$ cat config.mk
export PLATFORM = sky130hd
export DESIGN_NAME = servo_io_signal_mapper
export DESIGN_NICKNAME = d
export VERILOG_FILES = /design/src/core/servo_io_pkg.sv /design/src/core/servo_io_signal_mapper.sv
export SDC_FILE = /design/constraint.sdc
export NUM_CORES = 2
export LEC_CHECK = 0
export BUFFER_PORTS_ARGS = -buffer_cell sky130_fd_sc_hd__buf_4
export CAP_MARGIN = 20
export CORE_ASPECT_RATIO = 1.4
export CORE_MARGIN = 4
export CORE_UTILIZATION = 55
export CTS_BUF_LIST = sky130_fd_sc_hd__clkbuf_8 sky130_fd_sc_hd__clkbuf_16
export CTS_CLUSTER_SIZE = 30
export DETAILED_ROUTE_END_ITERATION = 12
export PLACE_DENSITY = 0.77
export SYNTH_ARGS = -nofsm -noshare
export SYNTH_HDL_FRONTEND = slang
export SYNTH_SLANG_ARGS = --single-unit
$ cat constraint.sdc
create_clock -name clk -period 2.69 [get_ports clk]
set_input_delay 0.1345 -clock clk [delete_from_list [all_inputs] [get_ports clk]]
set_output_delay 0.1345 -clock clk [all_outputs]
set_load 0.005 [all_outputs]
$ cat src/core/servo_io_pkg.sv
// Shared constants, types and register map of the servo I/O signal mapper
package servo_io_pkg;

  localparam int DATA_W    = 32;
  localparam int ADR_W     = 8;
  localparam int IN_COUNT  = 7;
  localparam int PAIR_COUNT = 3;

  // Register indices; byte address is index times four
  localparam logic [3:0] IDX_IN_MAP    = 4'h0;
  localparam logic [3:0] IDX_OUT_MAP   = 4'h1;
  localparam logic [3:0] IDX_CTRL      = 4'h2;
  localparam logic [3:0] IDX_POS_A     = 4'h3;
  localparam logic [3:0] IDX_POS_B     = 4'h4;
  localparam logic [3:0] IDX_SPD_MATCH = 4'h5;
  localparam logic [3:0] IDX_ROT_LVL   = 4'h6;
  localparam logic [3:0] IDX_BRK_DELAY = 4'h7;
  localparam logic [3:0] IDX_BRK_SPEED = 4'h8;
  localparam logic [3:0] IDX_BRK_WAIT  = 4'h9;
  localparam logic [3:0] IDX_STATUS    = 4'ha;
  localparam logic [3:0] IDX_CAP1      = 4'hb;
  localparam logic [3:0] IDX_CAP3      = 4'hd;
  localparam int         RW_COUNT      = 10;

  // Field positions
  localparam int IN_SEL_W     = 3;
  localparam int POS_SLOWDOWN = 0;
  localparam int POS_FWD      = 4;
  localparam int POS_REV      = 8;
  localparam int POS_EXT_CAPTURE_1     = 12;
  localparam int FN_W         = 4;
  localparam int POS_ST_CAPF  = 8;
  localparam int POS_ST_PAIRS = 12;
  localparam int POS_ST_FAULT = 15;
  localparam logic [2:0] EXT_FIRST_IN = 3'h4;
  localparam logic [2:0] EXT_LAST_IN  = 3'h6;

  // Reset values
  localparam logic [31:0] RST_IN_MAP    = 32'h0065_4213;
  localparam logic [31:0] RST_OUT_MAP   = 32'h0000_0008;
  localparam logic [31:0] RST_CTRL      = 32'h0000_0000;
  localparam logic [31:0] RST_POS_A     = 32'h0000_0007;
  localparam logic [31:0] RST_POS_B     = 32'h0000_0007;
  localparam logic [31:0] RST_SPD_MATCH = 32'h0000_000a;
  localparam logic [31:0] RST_ROT_LVL   = 32'h0000_0014;
  localparam logic [31:0] RST_BRK_DELAY = 32'h0000_0000;
  localparam logic [31:0] RST_BRK_SPEED = 32'h0000_0064;
  localparam logic [31:0] RST_BRK_WAIT  = 32'h0000_0032;

  // Brake timing tick: one millisecond at the 40 MHz system clock
  localparam int CLK_KHZ     = 40000;
  localparam int TICK_MS     = 1;
  localparam int TICK_CYCLES = TICK_MS * CLK_KHZ;

  typedef enum logic [1:0] {MODE_POSITION, MODE_SPEED, MODE_TORQUE} ctrl_mode_t;

  typedef enum logic [3:0] {
    FN_NONE, FN_POS_A, FN_POS_B, FN_SPEED_MATCH, FN_ROTATING, FN_READY,
    FN_CUR_CLAMP, FN_SPD_CLAMP, FN_BRAKE, FN_WARN, FN_COUNT
  } out_fn_t;

  // Live state reported by the drive core
  typedef struct packed {
    logic               alarm;
    logic               encoder_present;
    logic               main_ready;
    logic               servo_on_cmd;
    logic               homing_active;
    logic               current_limited;
    logic               speed_limited;
    logic               overload_warn;
    logic               regen_warn;
    logic signed [31:0] pos_dev;
    logic signed [31:0] speed_err;
    logic signed [31:0] speed;
    logic        [31:0] feedback_count;
  } drive_in_t;

  // Status functions, all active high (ON)
  typedef struct packed {
    logic fault_out;
    logic pos_done_a;
    logic pos_done_b;
    logic speed_match_out;
    logic rotating_out;
    logic ready_out;
    logic current_clamped_out;
    logic speed_clamped_out;
    logic brake_interlock_out;
    logic warn_out;
  } status_fn_t;

endpackage

$ cat src/core/servo_io_signal_mapper.sv
// Servo I/O signal mapper: input routing, feedback capture, status outputs, brake timing
`timescale 1ns/1ps
`default_nettype none

module servo_io_signal_mapper #(
  parameter int TICK_CYCLES = servo_io_pkg::TICK_CYCLES
) (
  input  wire logic                              clk,
  input  wire logic                              rst_n,
  input  wire logic                              ce,
  // Wishbone classic slave
  input  wire logic                              wb_cyc_i,
  input  wire logic                              wb_stb_i,
  input  wire logic                              wb_we_i,
  input  wire logic [servo_io_pkg::ADR_W-1:0]    wb_adr_i,
  input  wire logic [3:0]                        wb_sel_i,
  input  wire logic [servo_io_pkg::DATA_W-1:0]   wb_dat_i,
  output logic      [servo_io_pkg::DATA_W-1:0]   wb_dat_o,
  output logic                                   wb_ack_o,
  // Sequence input terminals and drive core state
  input  wire logic [servo_io_pkg::IN_COUNT-1:0] seq_in,
  input  wire servo_io_pkg::drive_in_t           drive_in,
  // Function outputs
  output logic      [servo_io_pkg::IN_COUNT-1:0] seq_monitor,
  output logic                                   origin_slowdown_in,
  output logic                                   fwd_travel_inhibit,
  output logic                                   rev_travel_inhibit,
  output logic                                   slowdown_trigger,
  output logic                                   motor_power_en,
  output servo_io_pkg::status_fn_t               status_fn,
  output logic                                   out_pair_1,
  output logic                                   out_pair_2,
  output logic                                   out_pair_3
);

  typedef enum logic [1:0] {BRK_ENGAGED, BRK_RELEASED, BRK_STOP_DELAY, BRK_COAST} brk_state_t;

  localparam logic [31:0] TICK_LAST = 32'(TICK_CYCLES - 1);

  // Storage
  logic [31:0]                       rw_reg [servo_io_pkg::RW_COUNT];
  logic [31:0]                       cap_reg [3];
  logic [2:0]                        capf_reg;
  logic [servo_io_pkg::IN_COUNT-1:0] sync1_reg;
  logic [servo_io_pkg::IN_COUNT-1:0] sync2_reg;
  logic [servo_io_pkg::IN_COUNT-1:0] prev_reg;
  logic                              ack_reg;
  logic [31:0]                       rdata_reg;
  servo_io_pkg::status_fn_t          fn_reg;
  logic [2:0]                        pair_reg;
  logic                              slow_reg;
  logic                              fwd_reg;
  logic                              rev_reg;
  logic                              trig_reg;
  brk_state_t                        brk_state_reg;
  brk_state_t                        brk_state_next;
  logic [31:0]                       tick_cnt_reg;
  logic [31:0]                       brk_cnt_reg;

  // Magnitude of a signed word
  function automatic logic [31:0] mag(input logic signed [31:0] v);
    mag = v[31] ? 32'(-v) : 32'(v);
  endfunction

  // Byte-lane merge for writes
  function automatic logic [31:0] merge(input logic [31:0] old_v,
                                        input logic [31:0] new_v,
                                        input logic [3:0]  sel);
    merge = old_v;
    for (int b = 0; b < 4; b++)
    begin
      if (sel[b])
        merge[8*b +: 8] = new_v[8*b +: 8];
    end
  endfunction

  // Bus decode
  wire logic [3:0] bus_idx    = wb_adr_i[5:2];
  wire logic       bus_hi_ok  = (wb_adr_i[servo_io_pkg::ADR_W-1:6] == '0);
  wire logic       bus_req    = wb_cyc_i && wb_stb_i;
  wire logic       bus_rw_hit = bus_hi_ok && (bus_idx < 4'(servo_io_pkg::RW_COUNT));
  wire logic       bus_wr     = bus_req && wb_we_i && ack_reg;
  wire logic       st_w1c     = bus_wr && bus_hi_ok && (bus_idx == servo_io_pkg::IDX_STATUS)
                                && wb_sel_i[1];

  // Configuration fields
  wire logic [31:0] in_map  = rw_reg[servo_io_pkg::IDX_IN_MAP];
  wire logic [31:0] out_map = rw_reg[servo_io_pkg::IDX_OUT_MAP];
  wire servo_io_pkg::ctrl_mode_t mode =
    servo_io_pkg::ctrl_mode_t'(rw_reg[servo_io_pkg::IDX_CTRL][1:0]);
  wire logic [2:0] sel_slow = in_map[servo_io_pkg::POS_SLOWDOWN +: servo_io_pkg::IN_SEL_W];
  wire logic [2:0] sel_fwd  = in_map[servo_io_pkg::POS_FWD +: servo_io_pkg::IN_SEL_W];
  wire logic [2:0] sel_rev  = in_map[servo_io_pkg::POS_REV +: servo_io_pkg::IN_SEL_W];

  // input selection, code seven leaves a function unassigned
  wire logic [7:0] sync_ext  = {1'b0, sync2_reg};
  wire logic       slow_next = sync_ext[sel_slow];
  wire logic       fwd_next  = sync_ext[sel_fwd];
  wire logic       rev_next  = sync_ext[sel_rev];
  // slowdown triggers origin return deceleration regardless of mode
  wire logic       trig_next = slow_next && drive_in.homing_active;

  // capture functions reach only inputs four to six
  logic [2:0] ext_sel  [3];
  logic [2:0] ext_ok;
  logic [2:0] ext_rise;
  for (genvar e = 0; e < 3; e++)
  begin : g_ext
    assign ext_sel[e] = in_map[servo_io_pkg::POS_EXT_CAPTURE_1 + 4*e +: servo_io_pkg::IN_SEL_W];
    assign ext_ok[e]  = (ext_sel[e] >= servo_io_pkg::EXT_FIRST_IN)
                        && (ext_sel[e] <= servo_io_pkg::EXT_LAST_IN);
    assign ext_rise[e] = ext_ok[e] && sync2_reg[ext_sel[e]] && !prev_reg[ext_sel[e]];
  end

  // Status function levels from drive state
  wire logic [31:0] speed_mag = mag(drive_in.speed);
  wire logic        is_pos    = (mode == servo_io_pkg::MODE_POSITION);
  servo_io_pkg::status_fn_t fn_next;
  always_comb
  begin
    // alarm turns the fault output OFF
    fn_next.fault_out = !drive_in.alarm;
    fn_next.pos_done_a = is_pos
      && (mag(drive_in.pos_dev) <= rw_reg[servo_io_pkg::IDX_POS_A]);
    fn_next.pos_done_b = is_pos
      && (mag(drive_in.pos_dev) <= rw_reg[servo_io_pkg::IDX_POS_B]);
    // speed match only in speed mode
    fn_next.speed_match_out = (mode == servo_io_pkg::MODE_SPEED)
      && (mag(drive_in.speed_err) <= rw_reg[servo_io_pkg::IDX_SPD_MATCH]);
    // no encoder forces rotation detect on
    fn_next.rotating_out = !drive_in.encoder_present
      || (speed_mag > rw_reg[servo_io_pkg::IDX_ROT_LVL]);
    fn_next.ready_out = drive_in.main_ready && !drive_in.alarm;
    fn_next.current_clamped_out = drive_in.current_limited;
    // speed clamp reported only in torque mode
    fn_next.speed_clamped_out = (mode == servo_io_pkg::MODE_TORQUE) && drive_in.speed_limited;
    fn_next.brake_interlock_out = (brk_state_next == BRK_RELEASED)
      || (brk_state_next == BRK_COAST);
    fn_next.warn_out = drive_in.overload_warn || drive_in.regen_warn;
  end

  // any function except the fault output to any pair, indexed by function code
  // unassigned or unknown codes give OFF
  wire logic [servo_io_pkg::FN_COUNT-1:0] fn_vec = {
    fn_next.warn_out, fn_next.brake_interlock_out, fn_next.speed_clamped_out,
    fn_next.current_clamped_out, fn_next.ready_out, fn_next.rotating_out,
    fn_next.speed_match_out, fn_next.pos_done_b, fn_next.pos_done_a, 1'b0};
  logic [2:0] pair_next;
  for (genvar p = 0; p < servo_io_pkg::PAIR_COUNT; p++)
  begin : g_pair
    wire logic [3:0] code = out_map[servo_io_pkg::FN_W*p +: servo_io_pkg::FN_W];
    assign pair_next[p] = (code < 4'(servo_io_pkg::FN_COUNT)) ? fn_vec[code] : 1'b0;
  end

  // brake sequencing; an alarm counts as a servo off request
  wire logic servo_req = drive_in.servo_on_cmd && !drive_in.alarm;
  wire logic stopped   = speed_mag < rw_reg[servo_io_pkg::IDX_BRK_SPEED];
  wire logic tick      = (tick_cnt_reg == TICK_LAST);
  always_comb
  begin
    brk_state_next = brk_state_reg;
    case (brk_state_reg)
      BRK_ENGAGED:
        if (servo_req)
          brk_state_next = BRK_RELEASED;
      BRK_RELEASED:
        if (!servo_req)
          brk_state_next = stopped ? BRK_STOP_DELAY : BRK_COAST;
      BRK_STOP_DELAY:
        if (brk_cnt_reg >= rw_reg[servo_io_pkg::IDX_BRK_DELAY])
          brk_state_next = BRK_ENGAGED;
      BRK_COAST:
        if (stopped || (brk_cnt_reg >= rw_reg[servo_io_pkg::IDX_BRK_WAIT]))
          brk_state_next = BRK_ENGAGED;
      default:
        brk_state_next = BRK_ENGAGED;
    endcase
  end

  // Read mux; captures are read only, status takes only write-one clears of its capture flags
  wire logic [31:0] status_word =
    {16'h0000, fn_reg.fault_out, pair_reg, 1'b0, capf_reg, 1'b0, sync2_reg};
  logic [31:0] rdata_next;
  always_comb
  begin
    rdata_next = 32'h0000_0000;
    if (bus_rw_hit)
      rdata_next = rw_reg[bus_idx];
    else if (bus_hi_ok && bus_idx == servo_io_pkg::IDX_STATUS)
      rdata_next = status_word;
    else if (bus_hi_ok && bus_idx >= servo_io_pkg::IDX_CAP1
             && bus_idx <= servo_io_pkg::IDX_CAP3)
      rdata_next = cap_reg[2'(bus_idx - servo_io_pkg::IDX_CAP1)];
  end

  // Bus handshake: one wait state, ack for one cycle, unmapped reads zero
  always_ff @(posedge clk or negedge rst_n)
  begin
    if (!rst_n)
    begin
      ack_reg   <= 1'b0;
      rdata_reg <= 32'h0000_0000;
    end
    else if (ce)
    begin
      ack_reg   <= bus_req && !ack_reg;
      rdata_reg <= rdata_next;
    end
  end

  // defaults come from the reset values
  // pair one defaults to the brake interlock
  localparam logic [31:0] RST_VALS [servo_io_pkg::RW_COUNT] = '{
    servo_io_pkg::RST_IN_MAP, servo_io_pkg::RST_OUT_MAP, servo_io_pkg::RST_CTRL,
    servo_io_pkg::RST_POS_A, servo_io_pkg::RST_POS_B, servo_io_pkg::RST_SPD_MATCH,
    servo_io_pkg::RST_ROT_LVL, servo_io_pkg::RST_BRK_DELAY, servo_io_pkg::RST_BRK_SPEED,
    servo_io_pkg::RST_BRK_WAIT};
  always_ff @(posedge clk or negedge rst_n)
  begin
    if (!rst_n)
      rw_reg <= RST_VALS;
    else if (ce && bus_wr && bus_rw_hit)
      rw_reg[bus_idx] <= merge(rw_reg[bus_idx], wb_dat_i, wb_sel_i);
  end

  // two-stage synchroniser, then an edge history stage
  always_ff @(posedge clk or negedge rst_n)
  begin
    if (!rst_n)
    begin
      sync1_reg <= '0;
      sync2_reg <= '0;
      prev_reg  <= '0;
    end
    else if (ce)
    begin
      sync1_reg <= seq_in;
      sync2_reg <= sync1_reg;
      prev_reg  <= sync2_reg;
    end
  end

  // capture the feedback counter on each active edge
  // Flag set wins over a write-one clear in the same cycle
  always_ff @(posedge clk or negedge rst_n)
  begin
    if (!rst_n)
    begin
      cap_reg  <= '{default: 32'h0000_0000};
      capf_reg <= 3'h0;
    end
    else if (ce)
    begin
      for (int e = 0; e < 3; e++)
      begin
        if (ext_rise[e])
          cap_reg[e] <= drive_in.feedback_count;
      end
      capf_reg <= (capf_reg & ~(st_w1c ? wb_dat_i[servo_io_pkg::POS_ST_CAPF +: 3] : 3'h0))
                  | ext_rise;
    end
  end

  // Registered function outputs and routed pairs
  always_ff @(posedge clk or negedge rst_n)
  begin
    if (!rst_n)
    begin
      fn_reg   <= '0;
      pair_reg <= 3'h0;
      slow_reg <= 1'b0;
      fwd_reg  <= 1'b0;
      rev_reg  <= 1'b0;
      trig_reg <= 1'b0;
    end
    else if (ce)
    begin
      fn_reg   <= fn_next;
      pair_reg <= pair_next;
      slow_reg <= slow_next;
      fwd_reg  <= fwd_next;
      rev_reg  <= rev_next;
      trig_reg <= trig_next;
    end
  end

  // Millisecond tick and brake timer; the timer restarts on every state change
  always_ff @(posedge clk or negedge rst_n)
  begin
    if (!rst_n)
    begin
      tick_cnt_reg  <= 32'h0000_0000;
      brk_cnt_reg   <= 32'h0000_0000;
      brk_state_reg <= BRK_ENGAGED;
    end
    else if (ce)
    begin
      tick_cnt_reg  <= tick ? 32'h0000_0000 : tick_cnt_reg + 32'h0000_0001;
      brk_state_reg <= brk_state_next;
      if (brk_state_next != brk_state_reg)
        brk_cnt_reg <= 32'h0000_0000;
      else if (tick && brk_cnt_reg != 32'hffff_ffff)
        brk_cnt_reg <= brk_cnt_reg + 32'h0000_0001;
    end
  end

  // Output drive
  assign wb_ack_o           = ack_reg;
  assign wb_dat_o           = rdata_reg;
  // monitor shows every synchronised input, input zero included
  assign seq_monitor        = sync2_reg;
  assign origin_slowdown_in = slow_reg;
  assign fwd_travel_inhibit = fwd_reg;
  assign rev_travel_inhibit = rev_reg;
  assign slowdown_trigger   = trig_reg;
  assign status_fn          = fn_reg;
  assign out_pair_1         = pair_reg[0];
  assign out_pair_2         = pair_reg[1];
  assign out_pair_3         = pair_reg[2];
  // Power stays on through the stop delay so the brake grips before torque drops
  assign motor_power_en     = (brk_state_reg == BRK_RELEASED)
                              || (brk_state_reg == BRK_STOP_DELAY);
endmodule

`default_nettype wire

Word-level counts from Yosys, hierarchy flattened:

Cells that the tools add are included.

* equality and inequality tests: 11
* bitwise gates (word level): 5
* divide/modulo/power cells: 0
* add/sub/neg operators: 6
* muxes and demuxes: 60
* $lt $le $gt $ge: 31
* reductions and logical operators: 50
* multiply operators: 0
* shift operators: 0

Operator list (number)
* $mux W32: 14
* $bwmux W320: 1
* $bmux W32 S4: 1
* $demux W32 S4: 1
* $le A32 B32 Y1: 3
* $neg A32 Y32: 3
* $add A32 B1 Y32 const B: 2
* $bmux W32 S2: 1
* $ge A32 B32 Y1: 2
* $mux W8: 8
* $eq A32 B16 Y1 const B: 1
* $gt A32 B32 Y1: 1
* $lt A32 B32 Y1: 1
* $ne A32 B32 Y1 const B: 1
* $logic_and A1 B1 Y1: 31
* $bmux W1 S3: 9
* $lt A3 B4 Y1 const B: 6
* $lt A4 B4 Y1 const B: 4
* $mux W1: 16
* $lt A4 B5 Y1 const B: 3
* $bmux W1 S4: 3
* $ge A3 B3 Y1 const B: 4
* $le A3 B3 Y1 const B: 3
* $eq A2 B2 Y1 const B: 4
* 21 further kinds: 40

* flip-flop bits (word level): 556
* bits in latches: 0
* output and inout port bits: 58
* ROM bits: 0
* bits in writable memories: 0
* memories: 0
* word-level logic and storage cells: 200
* bits of input ports: 194

Logic depth before layout (Yosys ltp):

* depth after elaboration: 11
* mapped depth: 20

Least setup slack after synthesis:

No wires, ideal clock.

* path type: input -> register
* from: input drive_in[37] (netlist name)
* to: register brk_cnt_reg[12]
* data required time: 2.554 ns
* stages on the path: 19
* arrival time: 4.567 ns
* path slack: -2.012 ns
* path through: or4_4 > nor3_2 > nand3_1 > or4_4 > or2_1 > or3_1 > o31ai_1 > xnor2_1 > ha_1 > nand4_1 > inv_1 > a222oi_1 > nand2_1 > a31oi_1 > o21ai_1 > o21ba_2 > nor2_1 > clkbuf_1 > nor3_1

* cells in the longest elaborated chain, start to end: 9

RTL lines
* start, declared: line servo_io_signal_mapper.sv:22 `input wire servo_io_pkg::drive_in_t drive_in,`
* $neg A32 Y32: line servo_io_signal_mapper.sv:62 `mag = v[31] ? 32'(-v) : 32'(v);`
* $mux W32 *: line servo_io_signal_mapper.sv:62
* $lt A32 B32 Y1 *: line servo_io_signal_mapper.sv:157 `wire logic stopped = speed_mag < rw_reg[servo_io_pkg::IDX_BRK_SPEED];`
* $mux W1 or $logic_or A1 B1 Y1 (tied branches): line servo_io_signal_mapper.sv:168, servo_io_signal_mapper.sv:173
* $mux W2, on equally long branches: line servo_io_signal_mapper.sv:167, servo_io_signal_mapper.sv:173
* $pmux W2 S4 *: line servo_io_signal_mapper.sv:162 `case (brk_state_reg)`
* $ne A2 B2 Y1 *: line servo_io_signal_mapper.sv:300 `if (brk_state_next != brk_state_reg)`
* $reduce_bool A2 Y1 (no source line)
* $reduce_and A2 Y1 (no source line)
* end signal, assigned: line servo_io_signal_mapper.sv:303 `brk_cnt_reg <= brk_cnt_reg + 32'h0000_0001;`
* end, declared: line servo_io_signal_mapper.sv:58 `logic [31:0] brk_cnt_reg;`

Mark *: on every way between the ends. The rest lies on a longest branch, timed or not.
A chain may end at the register's enable or synchronous reset.

Worst setup path in the final report:

* from: input drive_in[37] (netlist name)
* to: register brk_cnt_reg[6]

Same word-level chain as after synthesis.

==> flow_summary_export.csv <==
group,metric,value,unit
place,portBuffers,249,
yosys,syn_area_per_cell,9.48,um2
worst_hold_path,hp-start,"wb_dat_i[27]",
routing,wl_per_cell,22.2,um
routing,drt-initial-drc-count,2331,
power_and_ir_drop,leakage,18.8,nW
layout,finalNonFillerCells,4910,
power_and_ir_drop,ir_drop,0.531,mV
global_route,antenna_found_initial,2,
global_route,track_usage,0.343,
place,dp_cells,4740,
yosys,yosysTopAreaCellShare,0.404,
clock_tree,root_buffer,"clkbuf_16",
yosys,synth-edff-count,0,
die,fp.dieW,213,um
critical_path,rr_endpoint,"brk_cnt_reg[6]",
timing,finClkSkew,19.2,ps
layout,largest_register_ffs,254,
layout,nets,4545,
power_and_ir_drop,p_int,14.8,mW
yosys,postSynthCellCount,3430,
timing,maxSlewViolCount,0,
critical_path,path_delay_family,"simple AND/OR/NAND/NOR gates",
power_and_ir_drop,power,20.3,mW
worst_hold_path,holdPathStages,4,
global_route,grt_pass1_vias,30027,
power_and_ir_drop,p_sw,5.59,mW
routing,wl,109,mm
layout,area_delta_synth_final,28.4,%
power_and_ir_drop,switching_share,0.275,
yosys,synth_area,32500,um2
yosys,ys_ff_latch,551,
routing,viasPerCell,6.04,
global_route,overflow,0,
global_route,grt_start_max_net_pins,80,
clock_tree,cts_tree,"done",
clock_tree,htree_num_levels,2,
yosys,yosysSeqAreaShare,0.425,
critical_path,cpMaxStageDelayCell,"or4_4",
critical_path,crit_required,3170,ps
timing,hold_viol_final,0,
yosys,synth.area.top_cells,"dfrtp_1, ha_1, o21ai_0",
job,maxCapViolations,0,
run_status,status,"complete, but fails checks",
critical_path,r2r_cells,13,
die,die_h,296,um
timing,relSlewSlack,0.393,
yosys,synth_ff_type,"dfrtp_1",
routing,drc,0,
yosys,synthDistinctLibCells,74,
worst_hold_path,holdPathEnd,"in_map[27]",
place,dp_hpwl,81.6,mm
die,rows,105,
worst_hold_path,holdCritPathClass,"in2reg",
timing,worst_pin_slew,902,ps
clock_tree,clock_sinks,551,
yosys,synth_top_cell_by_area,"dfrtp_1",
timing,fmax,231,MHz
layout,drive_above_1_share,0.278,
die,ios,252,
routing,drtPass1Iterations,6,
timing,period_minus_slack,4340,ps
power_and_ir_drop,pwr-share-seq,0.424,
layout,final_cell_mix,"buf_4, dfrtp_1, nand2_1",
critical_path,path_cells,"buf_6 -> or4_4 -> nor3_4 -> nand3_2 -> or4_4 -> or2_4 -> or3_4 -> o31ai_4 -> xnor2_2 -> ha_1 -> nand4_1 -> buf_4 -> nor4_4 -> a21oi_1 -> nand2_1 -> a31oi_4 -> buf_12 -> a31oi_4 -> o21ba_4 -> nor2_4 -> buf_4 -> clkbuf_16 -> nor2_1",
timing,rsz0062_at_grt,"true",
timing,post-route-period-util,1.61,
timing,fin_ws,-1650,ps
layout,mostFrequentLayoutCell,"buf_4",
timing,hold_ws,23.4,ps
power_and_ir_drop,p_comb_frac,0.190,
place,post_dp_cell_area,38700,um2
critical_path,r2r_setup_slack,-680,ps
critical_path,start_kind,"primary input",
yosys,synth_fp_nets,3860,
clock_tree,clockBufferDepth,3,
die,fp.coreArea,58600,um2
critical_path,crit_fanout,7,
critical_path,cp_data_arrival_time,4810,ps
timing,setup_violations,41,
layout,design_area,41800,um2
run_status,violations,"negative setup slack",
critical_path,path_buf_inv,5,
critical_path,crit_type,"in2reg",
critical_path,reg2reg_from,"rw_reg[38]",
power_and_ir_drop,power_density,487,nW/um2
routing,drtAntennaViolNets,0,
yosys,async_flop_share,1.00,
layout,fin_util,0.713,
die,start_util,0.555,
clock_tree,clock_latency,600,ps
global_route,grt_pass1_wl,168,mm
critical_path,slowest_delay,550,ps
yosys,ys_warn_count,0,
routing,vias,29676,
clock_tree,cts_buffers,52,
clock_tree,clk_pin_slew_worst_paths,60,ps
critical_path,crit_path_end_kind,"register",
power_and_ir_drop,pwr-share-clk,0.386,
place,gp_congestion,1.01,
die,die_area,63100,um2
## metrics by stage
| stage | setup WS, ps | setup TNS [ps] |
|---|---|---|
| 4_1_cts | -1580 | -60340 |
| 5_1_grt | -1810 | -68100 |
| 2_1_floorplan | -1660 | -62730 |
| 3_3_place_gp | -2310 | -84710 |
| 3_5_place_dp | -2380 | -85410 |
| 6_report | -1650 | -61200 |
## timing repair
item	CTS	global route
pin swaps	42	26
endpoints found under the hold margin	202	0
resized for setup	78	49
setup endpoints to repair	41	41
setup buffers	11	9
gates cloned	2	1
hold buffers	52	0
## power groups by stage
stage | Clock, mW | Sequential, mW | Combinational, mW
finish | 7.85 | 8.62 | 3.87
global route | 8.24 | 8.63 | 4.17
CTS | 7.90 | 8.61 | 3.77
detailed placement | 0 | 8.76 | 3.33
global placement | 0 | 8.76 | 3.28
floorplan | 0 | 8.73 | 1.60
## per-layer routing
metal	vias up	track usage	part of all wire
met5	-	0	0.00013
li1	13483	-	-
met3	347	0.0490	0.075
met1	14453	0.434	0.38
met4	2	0.166	0.062
met2	1391	0.579	0.48
## worst max path at each step
stage / from / to / cells after the start
final: drive_in[37] / brk_cnt_reg[6] / 23
after global routing: drive_in[37] / brk_cnt_reg[2] / 23
after CTS: drive_in[37] / brk_cnt_reg[12] / 21
after detailed placement: drive_in[100] / pair_reg[2] / 22
after global placement: drive_in[100] / pair_reg[2] / 22
after floorplan: drive_in[37] / brk_cnt_reg[12] / 19
## area by class of cell
class | count | area (um2)
multi-input cells | 2463 | 17900
fillers | 4317 | 16800
flip-flops and latches | 551 | 13800
repair buffers | 791 | 6370
clock buffers | 57 | 1390
inverters | 256 | 963
well taps | 749 | 937
clock inverters | 41 | 410
diodes | 2 | 5.00
## synth_stat cells, drive strengths merged (13+ instances only)
cell type	count
a211oi	18
xor2	16
o31ai	30
clkbuf	141
nand2	513
or4	16
nor4	26
dfrtp	525
nand2b	21
mux2i	101
nor3	44
o41ai	14
nand4	59
a21o	19
mux4	67
and3	13
o21ai	462
buf	19
dfstp	26
inv	256
a21oi	167
a221oi	13
ha	236
nor2	185
xnor2	125
o211ai	13
nand3	61
mux2	118
## logic make-up after synthesis
kind of cell / Yosys count / share of synthesized area
buf+inv: 416 / 0.0482
mux: 286 / 0.118
fa+ha+maj: 236 / 0.0908
compound gates: 811 / 0.143
flops: 551 / 0.425
simple gates: 989 / 0.137
xor+xnor: 141 / 0.0380
## worst register-to-register path, stage by stage, from the launching register on
cell       delay (ps)
dfstp_2           530
inv_1              50
ha_1              280
nand4_1           100
o311a_1           420
o41ai_1           590
a31oi_4           160
buf_12            170
a31oi_4           200
o21ba_4           190
nor2_4            230
buf_4             170
clkbuf_16         140
nor2_1             40
(Power assumes the default switching activity.)
